--- src/scc_pkg.sv ---
// shared constants and types for the serdes clock counters and realignment ends
package scc_pkg;
  localparam int PHASE_COUNT  = 8;
  localparam int PHASE_DEG    = 45;
  localparam int JOHNSON_W    = PHASE_COUNT / 2;
  localparam int WORD_W       = 16;
  localparam int CNT_W        = 4;
  localparam int MULT_MIN     = 1;
  localparam int MULT_MAX     = 16;
  localparam int PULSE_WORDS  = 2;
  localparam int GAP_WORDS    = 3;
  localparam int WCNT_W       = 2;
  localparam logic [CNT_W-1:0] CNT_ZERO = 4'h0;
  localparam logic [CNT_W-1:0] CNT_ONE  = 4'h1;
  localparam logic [WCNT_W-1:0] WCNT_PULSE_LAST = WCNT_W'(PULSE_WORDS);
  localparam logic [WCNT_W-1:0] WCNT_GAP_LAST   = WCNT_W'(GAP_WORDS - 1);

  typedef logic [CNT_W-1:0]  scc_cnt_t;
  typedef logic [WORD_W-1:0] scc_word_t;

  // quasi-static settings, synchronised as one bundle
  typedef struct packed {
    logic       enable;
    logic       pll_reset;
    logic       realign_enable;
    logic       rx_counter_sel;
    logic       align_from_pin;
    logic       ref_bypass;
    logic [2:0] phase_sel;
    scc_cnt_t   mult_minus1;
    scc_cnt_t   k_div;
    scc_cnt_t   k_phase;
    scc_cnt_t   v_div;
    scc_cnt_t   v_phase;
    scc_cnt_t   l_div;
    scc_cnt_t   l_phase;
  } scc_cfg_s;

  typedef enum logic [1:0] {
    SCC_IDLE  = 2'b00,
    SCC_PULSE = 2'b01,
    SCC_GAP   = 2'b10
  } scc_state_e;
endpackage

--- src/scc_link_if.sv ---
// link between the realignment device end and the user pattern-detection end
`timescale 1ns/100ps
interface scc_link_if;
  import scc_pkg::*;
  logic      align_req;
  scc_word_t rx_word;
  logic      rx_word_toggle;

  modport dev (
    input  align_req,
    output rx_word,
    output rx_word_toggle
  );
  modport usr (
    output align_req,
    input  rx_word,
    input  rx_word_toggle
  );
endinterface

--- src/scc_device.sv ---
// fast clock phases, post-scale counters, deserialiser and bit-slip logic
`timescale 1ns/100ps
module scc_device (
  input  wire logic              fast_link_clk_in,
  input  wire logic              nrst_in,
  scc_link_if.dev                link,
  input  wire logic              pll_global_enable_in,
  input  wire logic              pll_reset_in,
  input  wire logic              realign_enable_in,
  input  wire logic              rx_counter_sel_in,
  input  wire logic              align_from_pin_in,
  input  wire logic              align_pin_in,
  input  wire logic              ref_bypass_in,
  input  wire logic [2:0]        phase_sel_in,
  input  wire scc_pkg::scc_cnt_t mult_minus1_in,
  input  wire scc_pkg::scc_cnt_t k_div_in,
  input  wire scc_pkg::scc_cnt_t k_phase_in,
  input  wire scc_pkg::scc_cnt_t v_div_in,
  input  wire scc_pkg::scc_cnt_t v_phase_in,
  input  wire scc_pkg::scc_cnt_t l_div_in,
  input  wire scc_pkg::scc_cnt_t l_phase_in,
  input  wire logic              rx_reference_clock_in,
  input  wire logic              serial_data_in,
  output logic [7:0]             phase_clocks_out,
  output logic                   serial_clock_out,
  output logic                   pll_locked_out,
  output logic                   rx_parallel_load_strobe_out,
  output logic                   tx_parallel_load_strobe_out,
  output logic                   local_clock_out,
  output logic                   global_clock_net_out,
  output logic                   counter_stall_pulse_a_out,
  output logic                   counter_stall_pulse_b_out
);
  import scc_pkg::*;

  typedef struct packed {
    scc_cfg_s               cfg_meta;
    scc_cfg_s               cfg_sync;
    logic [1:0]             req_meta;
    logic [1:0]             req_sync;
    logic                   req_prev;
    logic                   ser_meta;
    logic                   ser_sync;
    logic                   ref_meta;
    logic                   ref_sync;
    logic [PHASE_COUNT-1:0] phases;
    logic                   sel_q;
    logic                   ser_clk;
    scc_cnt_t               cnt_k;
    scc_cnt_t               cnt_v;
    scc_cnt_t               cnt_l;
    scc_cnt_t               ref_cnt;
    logic                   hit_k;
    logic                   hit_v;
    logic                   hit_l;
    logic                   locked;
    logic                   pend;
    logic                   stall;
    logic                   pulse_a;
    logic                   pulse_b;
    scc_word_t              shreg;
    scc_word_t              rx_word;
    logic                   rx_tog;
    logic                   rx_strobe;
    logic                   tx_strobe;
    logic                   global_clk;
  } scc_dev_s;

  scc_dev_s s;
  scc_dev_s next_s;
  scc_cfg_s cfg_raw;

  // divider step: wraps at the programmed ratio, holds while stalled
  function automatic scc_cnt_t scc_count(input scc_cnt_t cnt, input scc_cnt_t div, input logic hold);
    scc_cnt_t r;
    r = cnt;
    if (!hold)
    begin
      r = (cnt >= div) ? CNT_ZERO : cnt + CNT_ONE;
    end
    return r;
  endfunction

  assign cfg_raw.enable         = pll_global_enable_in;
  assign cfg_raw.pll_reset      = pll_reset_in;
  assign cfg_raw.realign_enable = realign_enable_in;
  assign cfg_raw.rx_counter_sel = rx_counter_sel_in;
  assign cfg_raw.align_from_pin = align_from_pin_in;
  assign cfg_raw.ref_bypass     = ref_bypass_in;
  assign cfg_raw.phase_sel      = phase_sel_in;
  assign cfg_raw.mult_minus1    = mult_minus1_in;
  assign cfg_raw.k_div          = k_div_in;
  assign cfg_raw.k_phase        = k_phase_in;
  assign cfg_raw.v_div          = v_div_in;
  assign cfg_raw.v_phase        = v_phase_in;
  assign cfg_raw.l_div          = l_div_in;
  assign cfg_raw.l_phase        = l_phase_in;

  always_comb
  begin
    logic run;
    logic tick;
    logic req_now;
    logic rise;
    logic stall_k;
    logic stall_v;
    run     = 1'b0;
    tick    = 1'b0;
    req_now = 1'b0;
    rise    = 1'b0;
    stall_k = 1'b0;
    stall_v = 1'b0;
    next_s  = s;

    // settings and pins are asynchronous to the fast clock
    next_s.cfg_meta = cfg_raw;
    next_s.cfg_sync = s.cfg_meta;
    next_s.req_meta = {align_pin_in, link.align_req};
    next_s.req_sync = s.req_meta;
    next_s.ser_meta = serial_data_in;
    next_s.ser_sync = s.ser_meta;
    next_s.ref_meta = rx_reference_clock_in;
    next_s.ref_sync = s.ref_meta;

    run = s.cfg_sync.enable & ~s.cfg_sync.pll_reset;

    // switching the source can itself look like a rising edge
    req_now = s.cfg_sync.align_from_pin ? s.req_sync[1] : s.req_sync[0];
    next_s.req_prev = req_now;
    rise = req_now & ~s.req_prev;

    // eight-stage ring, inverted feedback from mid-way: each tap one fast cycle later;
    // from all-zero the taps start in order, so no phase ever leads its neighbour
    next_s.phases = {s.phases[PHASE_COUNT-2:0], ~s.phases[JOHNSON_W-1]};
    next_s.sel_q   = s.phases[s.cfg_sync.phase_sel];
    next_s.ser_clk = s.sel_q;
    tick = s.phases[s.cfg_sync.phase_sel] & ~s.sel_q;

    if (rise && s.cfg_sync.realign_enable)
    begin
      next_s.pend = 1'b1;
    end
    stall_k = s.stall & ~s.cfg_sync.rx_counter_sel;
    stall_v = s.stall & s.cfg_sync.rx_counter_sel;

    if (tick)
    begin
      // the stall spans exactly one bit period, tick to tick
      if (s.pend)
      begin
        next_s.stall = 1'b1;
        next_s.pend  = 1'b0;
      end
      else
      begin
        next_s.stall = 1'b0;
      end
      next_s.cnt_k   = scc_count(s.cnt_k, s.cfg_sync.k_div, stall_k);
      next_s.cnt_v   = scc_count(s.cnt_v, s.cfg_sync.v_div, stall_v);
      next_s.cnt_l   = scc_count(s.cnt_l, s.cfg_sync.l_div, 1'b0);
      next_s.ref_cnt = scc_count(s.ref_cnt, s.cfg_sync.mult_minus1, 1'b0);
      next_s.hit_k   = (next_s.cnt_k == s.cfg_sync.k_phase);
      next_s.hit_v   = (next_s.cnt_v == s.cfg_sync.v_phase);
      next_s.hit_l   = (next_s.cnt_l == s.cfg_sync.l_phase);
      if (s.ref_cnt >= s.cfg_sync.mult_minus1)
      begin
        next_s.locked = 1'b1;
      end
      if (!s.cfg_sync.realign_enable)
      begin
        next_s.rx_strobe = next_s.hit_k;
        next_s.tx_strobe = next_s.hit_k;
      end
      else
      begin
        next_s.rx_strobe = s.cfg_sync.rx_counter_sel ? next_s.hit_v : next_s.hit_k;
        next_s.tx_strobe = (next_s.stall && !s.cfg_sync.rx_counter_sel) ? next_s.hit_v
                                                                        : next_s.hit_k;
      end
      // serial bits shift once per tick of the selected tap, not on every fast cycle
      next_s.shreg = {s.shreg[WORD_W-2:0], s.ser_sync};
      if (next_s.rx_strobe && !s.rx_strobe)
      begin
        next_s.rx_word = {s.shreg[WORD_W-2:0], s.ser_sync};
        next_s.rx_tog  = ~s.rx_tog;
      end
    end
    next_s.pulse_a    = next_s.stall & ~s.cfg_sync.rx_counter_sel;
    next_s.pulse_b    = next_s.stall & s.cfg_sync.rx_counter_sel;
    // bypass follows the reference only at fast-clock resolution
    next_s.global_clk = s.cfg_sync.ref_bypass ? s.ref_sync : s.hit_l;

    if (!run)
    begin
      // counters restart together so they resynchronise on release
      next_s.phases     = '0;
      next_s.sel_q      = 1'b0;
      next_s.ser_clk    = 1'b0;
      next_s.cnt_k      = CNT_ZERO;
      next_s.cnt_v      = CNT_ZERO;
      next_s.cnt_l      = CNT_ZERO;
      next_s.ref_cnt    = CNT_ZERO;
      next_s.hit_k      = 1'b0;
      next_s.hit_v      = 1'b0;
      next_s.hit_l      = 1'b0;
      next_s.locked     = 1'b0;
      next_s.pend       = 1'b0;
      next_s.stall      = 1'b0;
      next_s.pulse_a    = 1'b0;
      next_s.pulse_b    = 1'b0;
      next_s.rx_strobe  = 1'b0;
      next_s.tx_strobe  = 1'b0;
      next_s.global_clk = 1'b0;
    end
  end

  always_ff @(posedge fast_link_clk_in or negedge nrst_in)
  begin
    if (!nrst_in)
    begin
      s <= '0;
    end
    else
    begin
      s <= next_s;
    end
  end

  assign phase_clocks_out            = s.phases;
  assign serial_clock_out            = s.ser_clk;
  assign pll_locked_out              = s.locked;
  assign rx_parallel_load_strobe_out = s.rx_strobe;
  assign tx_parallel_load_strobe_out = s.tx_strobe;
  assign local_clock_out             = s.hit_k;
  assign global_clock_net_out        = s.global_clk;
  assign counter_stall_pulse_a_out   = s.pulse_a;
  assign counter_stall_pulse_b_out   = s.pulse_b;
  assign link.rx_word                = s.rx_word;
  assign link.rx_word_toggle         = s.rx_tog;
endmodule // scc_device

--- src/flat_wrapper.sv ---
// flat-port wrapper written by rule: the top's interface ports become plain ports
module scc_device_flat import scc_pkg::*;
  (fast_link_clk_in, nrst_in, pll_global_enable_in, pll_reset_in, realign_enable_in, rx_counter_sel_in, align_from_pin_in, align_pin_in, ref_bypass_in, phase_sel_in, mult_minus1_in, k_div_in, k_phase_in, v_div_in, v_phase_in, l_div_in, l_phase_in, rx_reference_clock_in, serial_data_in, phase_clocks_out, serial_clock_out, pll_locked_out, rx_parallel_load_strobe_out, tx_parallel_load_strobe_out, local_clock_out, global_clock_net_out, counter_stall_pulse_a_out, counter_stall_pulse_b_out, link_align_req, link_rx_word, link_rx_word_toggle);
  scc_link_if link_i ();
  input  wire logic fast_link_clk_in;
  input  wire logic nrst_in;
  input  wire logic pll_global_enable_in;
  input  wire logic pll_reset_in;
  input  wire logic realign_enable_in;
  input  wire logic rx_counter_sel_in;
  input  wire logic align_from_pin_in;
  input  wire logic align_pin_in;
  input  wire logic ref_bypass_in;
  input  wire logic [2:0] phase_sel_in;
  input  wire scc_pkg::scc_cnt_t mult_minus1_in;
  input  wire scc_pkg::scc_cnt_t k_div_in;
  input  wire scc_pkg::scc_cnt_t k_phase_in;
  input  wire scc_pkg::scc_cnt_t v_div_in;
  input  wire scc_pkg::scc_cnt_t v_phase_in;
  input  wire scc_pkg::scc_cnt_t l_div_in;
  input  wire scc_pkg::scc_cnt_t l_phase_in;
  input  wire logic rx_reference_clock_in;
  input  wire logic serial_data_in;
  output logic [7:0] phase_clocks_out;
  output logic serial_clock_out;
  output logic pll_locked_out;
  output logic rx_parallel_load_strobe_out;
  output logic tx_parallel_load_strobe_out;
  output logic local_clock_out;
  output logic global_clock_net_out;
  output logic counter_stall_pulse_a_out;
  output logic counter_stall_pulse_b_out;
  input wire logic [$bits(link_i.align_req)-1:0] link_align_req;
  output wire logic [$bits(link_i.rx_word)-1:0] link_rx_word;
  output wire logic [$bits(link_i.rx_word_toggle)-1:0] link_rx_word_toggle;
  assign link_i.align_req = link_align_req;
  assign link_rx_word = link_i.rx_word;
  assign link_rx_word_toggle = link_i.rx_word_toggle;
  scc_device u_core (.fast_link_clk_in(fast_link_clk_in), .nrst_in(nrst_in), .link(link_i), .pll_global_enable_in(pll_global_enable_in), .pll_reset_in(pll_reset_in), .realign_enable_in(realign_enable_in), .rx_counter_sel_in(rx_counter_sel_in), .align_from_pin_in(align_from_pin_in), .align_pin_in(align_pin_in), .ref_bypass_in(ref_bypass_in), .phase_sel_in(phase_sel_in), .mult_minus1_in(mult_minus1_in), .k_div_in(k_div_in), .k_phase_in(k_phase_in), .v_div_in(v_div_in), .v_phase_in(v_phase_in), .l_div_in(l_div_in), .l_phase_in(l_phase_in), .rx_reference_clock_in(rx_reference_clock_in), .serial_data_in(serial_data_in), .phase_clocks_out(phase_clocks_out), .serial_clock_out(serial_clock_out), .pll_locked_out(pll_locked_out), .rx_parallel_load_strobe_out(rx_parallel_load_strobe_out), .tx_parallel_load_strobe_out(tx_parallel_load_strobe_out), .local_clock_out(local_clock_out), .global_clock_net_out(global_clock_net_out), .counter_stall_pulse_a_out(counter_stall_pulse_a_out), .counter_stall_pulse_b_out(counter_stall_pulse_b_out));
endmodule
--- config.mk ---
export PLATFORM = sky130hd
export DESIGN_NAME = scc_device_flat
export DESIGN_NICKNAME = d
export VERILOG_FILES = /design/src/scc_pkg.sv /design/src/scc_link_if.sv /design/src/scc_device.sv /design/src/flat_wrapper.sv
export SDC_FILE = /design/constraint.sdc
export NUM_CORES = 1
export LEC_CHECK = 0
export ABC_AREA = 1
export BUFFER_PORTS_ARGS = -buffer_cell sky130_fd_sc_hd__buf_2
export CAP_MARGIN = 20
export CORE_ASPECT_RATIO = 1.4
export CORE_UTILIZATION = 57
export CTS_BUF_LIST = sky130_fd_sc_hd__clkbuf_16
export CTS_CLUSTER_DIAMETER = 120
export DETAILED_ROUTE_END_ITERATION = 10
export PLACE_DENSITY = 0.85
export SLEW_MARGIN = 20
export SYNTH_ARGS = -nofsm -noshare
export SYNTH_HDL_FRONTEND = slang
export SYNTH_SLANG_ARGS = --single-unit
--- constraint.sdc ---
create_clock -name fast_link_clk_in -period 4.9 [get_ports fast_link_clk_in]
set_input_delay 0 -clock fast_link_clk_in [delete_from_list [all_inputs] [get_ports fast_link_clk_in]]
set_output_delay 0 -clock fast_link_clk_in [all_outputs]
set_load 0.03 [all_outputs]
==> impl_metrics.py <==
metrics = {
    "power_and_ir_drop": {
        "p_per_area_mw_per_mm2": 439,
        "p_leak_nw": 3.71,
        "ir_worst_vdd_uv": 331,
    },
    "die": {
        "placeableCoreArea_mm2": 0.00995,
        "num_rows": 43,
        "die_h_um": 122,
        "dieWidth_um": 87.7,
        "pin_count": 76,
        "die_area_mm2": 0.0107,
        "start_util": 0.588,
    },
    "final_layout": {
        "areaGrowthSynthToFinish_pct": 23.2,
        "regArea_mm2": 0.00378,
        "layout.nets": 708,
        "multi_input_area_mm2": 0.00161,
        "drive_gt1_frac": 0.198,
        "fill_cells": 639,
        "diodes": 0,
        "stdcell_area_mm2": 0.00721,
    },
    "clock_network": {
        "cts_num_sinks": 151,
        "cts.clk_slew.worst_paths_ns": 0.06,
        "htreeDepth": 4,
        "cts.path.max_buffers": 2,
        "numCtsBuffers": 17,
        "post_cts_buffers": 0,
        "clock_latency_ns": 0.41,
        "cts_tree": "built",
        "clock-root-buffer": "clkbuf_16",
    },
    "sta": {
        "hold_ws_ns": 0.218,
        "finalCriticalPeriod_ns": 2.48,
        "rsz0062_at_grt": "no",
        "relSlewSlack": 0.479,
        "fmax_ghz": 0.403,
        "tightest_slew_ns": 0.781,
        "maxSlewViolCount": 0,
        "setup_tns_ns": 0,
        "hold_viol": 0,
        "setup_viol_count_final": 0,
        "finalWorstSetupSlack_ns": 2.42,
        "fin_skew_ns": 0.00924,
        "min_period_over_period": 0.506,
    },
    "critical_path": {
        "critPathLaunchType": "flop",
        "rr_startpoint": "u_core.s[57]$_DFFE_PN0P_",
        "critPathArrivalTime_ns": 2.79,
        "worstPathMaxFanout": 19,
        "path_class": "flop to flop",
        "worst-r2r-cell-count": 15,
        "r2r_end": "u_core.link.rx_word[9]$_DFFE_PN0P_",
        "worst_ep_required_time_ns": 5.21,
        "cp-end-kind": "flop",
        "rrSetupSlack_ns": 2.42,
    },
    "global_routing": {
        "grt_pass1_wl_um": 18300,
        "grt_antenna_before_repair": 0,
        "grtUsageTotal": 0.230,
        "grt_pass1_vias": 4092,
        "grt-ovfl-total": 0,
        "grt_max_degree": 92,
    },
    "yosys": {
        "ys.flop_type": "dfrtp_1",
        "avgSynthCellArea_um2": 10.8,
        "syn-cell-area_mm2": 0.00586,
        "yosysSeqAreaShare": 0.645,
        "synth_nets": 604,
        "synth_edf_count": 0,
        "synth-async-reset-ratio": 1.00,
        "yosys.cell_types.count": 34,
        "synth_seq_cells": 151,
        "syn_inst": 541,
        "ys.warnings.count": 0,
    },
    "routing": {
        "drc": 0,
        "firstDrtPassIters": 4,
        "vias": 4004,
        "dr.first_iter.drc_count": 264,
        "post_drt_wl_per_cell_um": 13.5,
        "routed_wirelength_um": 10700,
        "detail-route-antenna-nets": 0,
        "vias_per_cell": 5.05,
    },
    "placement": {
        "port_buffers": 75,
        "pre_cts_ws_ns": 2.45,
        "dpl.hpwl_um": 6710,
        "placed_cell_area_mm2": 0.00618,
        "gp_congestion": 0.840,
    },
    "job": {
        "cap_violations": 0,
    },
    "hold_path": {
        "hold_path.class": "primary input to async pin",
    },
    "status": {
        "outcome": "completed",
    },
}
[timing repair]
action | in CTS | in global routing
hold endpoints to repair | 131 | 0
hold buffers | 42 | 0
gates resized for setup | 0 | 0
[cells in the final DEF (no fill, tap or decap), types with 9 or more instances in the layout]
| master | count |
|---|---|
| dfrtp_1 | 151 |
| nand2_1 | 137 |
| buf_2 | 74 |
| inv_1 | 56 |
| dlygate4sd3_1 | 42 |
| nand4_1 | 21 |
| nor2_1 | 20 |
| o21ai_0 | 20 |
| ha_1 | 20 |
| clkbuf_16 | 17 |
| a21oi_1 | 13 |
| nand3_1 | 13 |
| nand2_2 | 9 |
[synth_stat cells (3+ instances only)]
cell	n	area share
inv_1	55	0.035
o22ai_1	7	0.0075
xor2_1	6	0.0090
nand4_1	21	0.022
nand3_1	13	0.011
nand2_1	137	0.088
buf_2	6	0.0051
dfrtp_1	151	0.65
o21bai_1	3	0.0038
inv_2	5	0.0032
nor2_1	20	0.013
nand2_2	9	0.0096
a21oi_1	13	0.011
buf_4	24	0.031
nand3b_1	7	0.0090
nor2_2	3	0.0032
ha_1	20	0.043
o21ai_0	20	0.017
[where the power goes]
| part | total [mW] | internal [mW] | leakage, nW | switching (mW) |
|---|---|---|---|---|
| sequential | 1.45 | 1.37 | 1.89 | 0.0738 |
| combinational | 0.390 | 0.131 | 1.53 | 0.259 |
| clock | 1.33 | 0.844 | 0.295 | 0.487 |
[flip-flops by register name (all words and copies together), names as in the netlist]
signal,cells
u_core.rx_parallel_load_strobe_out,1
u_core.local_clock_out,1
u_core.counter_stall_pulse_b_out,1
u_core.link.rx_word,16
u_core.global_clock_net_out,1
u_core.pll_locked_out,1
u_core.tx_parallel_load_strobe_out,1
u_core.link.rx_word_toggle,1
u_core.next_s,41
u_core.counter_stall_pulse_a_out,1
u_core.s,77
u_core.phase_clocks_out,8
u_core.serial_clock_out,1
[cells by family (layout without fill, tap and decap cells)]
group / after synthesis / after routing / synth area share
buffers and inverters: 94 / 211 / 0.0795
multiplexers: 2 / 2 / 0.00363
AND/OR/NAND/NOR: 214 / 214 / 0.165
AO/OA/AOI/OAI: 52 / 52 / 0.0524
XOR/XNOR: 8 / 8 / 0.0120
flip-flops: 151 / 151 / 0.645
adder cells (fa/ha/maj): 20 / 20 / 0.0427
[area by class of cell]
cell class,instances,area share
sequential,151,0.524
multi-input combinational,296,0.223
tap,135,0.0234
clock inverter,15,0.0258
clock buffer,17,0.0590
inverter,60,0.0312
timing repair buffer,119,0.113
[layer usage]
metal	vias to the layer above	part of all wire	GRT usage
li1	1912	-	-
met1	1918	0.40	0.273
met2	133	0.52	0.387
met3	41	0.040	0.0549
met4	0	0.036	0.122
met5	-	0	0
[worst max-delay path by stage]
stage / from / end / slack (ns) / cells after the start
floorplan: u_core.s[54]$_DFFE_PN0P_ / u_core.link.rx_word[10]$_DFFE_PN0P_ / 2.85 / 16
global placement: u_core.s[58]$_DFFE_PN0P_ / u_core.link.rx_word[6]$_DFFE_PN0P_ / 2.57 / 15
detailed placement: u_core.s[57]$_DFFE_PN0P_ / u_core.link.rx_word[9]$_DFFE_PN0P_ / 2.45 / 15
CTS: u_core.s[57]$_DFFE_PN0P_ / u_core.link.rx_word[9]$_DFFE_PN0P_ / 2.41 / 15
global route: u_core.s[57]$_DFFE_PN0P_ / u_core.link.rx_word[10]$_DFFE_PN0P_ / 2.08 / 15
finish: u_core.s[57]$_DFFE_PN0P_ / u_core.link.rx_word[9]$_DFFE_PN0P_ / 2.42 / 15
[worst max-delay path, cell delays in order, from the launching register on]
cell and delay (ns):
dfrtp_1 0.43, ha_1 0.33, inv_1 0.06, o21bai_1 0.05
nand2_1 0.07, nand3_1 0.06, nand2_1 0.21, nand2_1 0.11
nand2_1 0.08, nand2_1 0.06, nor2_2 0.14, nand2_2 0.10
nand2_4 0.19, nand4_4 0.25, nand2_1 0.15, nand2_1 0.05
[stage by stage]
| stage | std cells | util | power, mW |
|---|---|---|---|
| CTS | 793 | 0.725 | 3.18 |
| detailed placement | 719 | 0.621 | 1.83 |
| global placement | 719 | 0.621 | 1.81 |
| floorplan | 541 | - | 1.76 |
| finish | 793 | 0.725 | 3.17 |
| global route | 793 | 0.725 | 3.31 |
No activity file was read; power rests on OpenSTA's default activity.
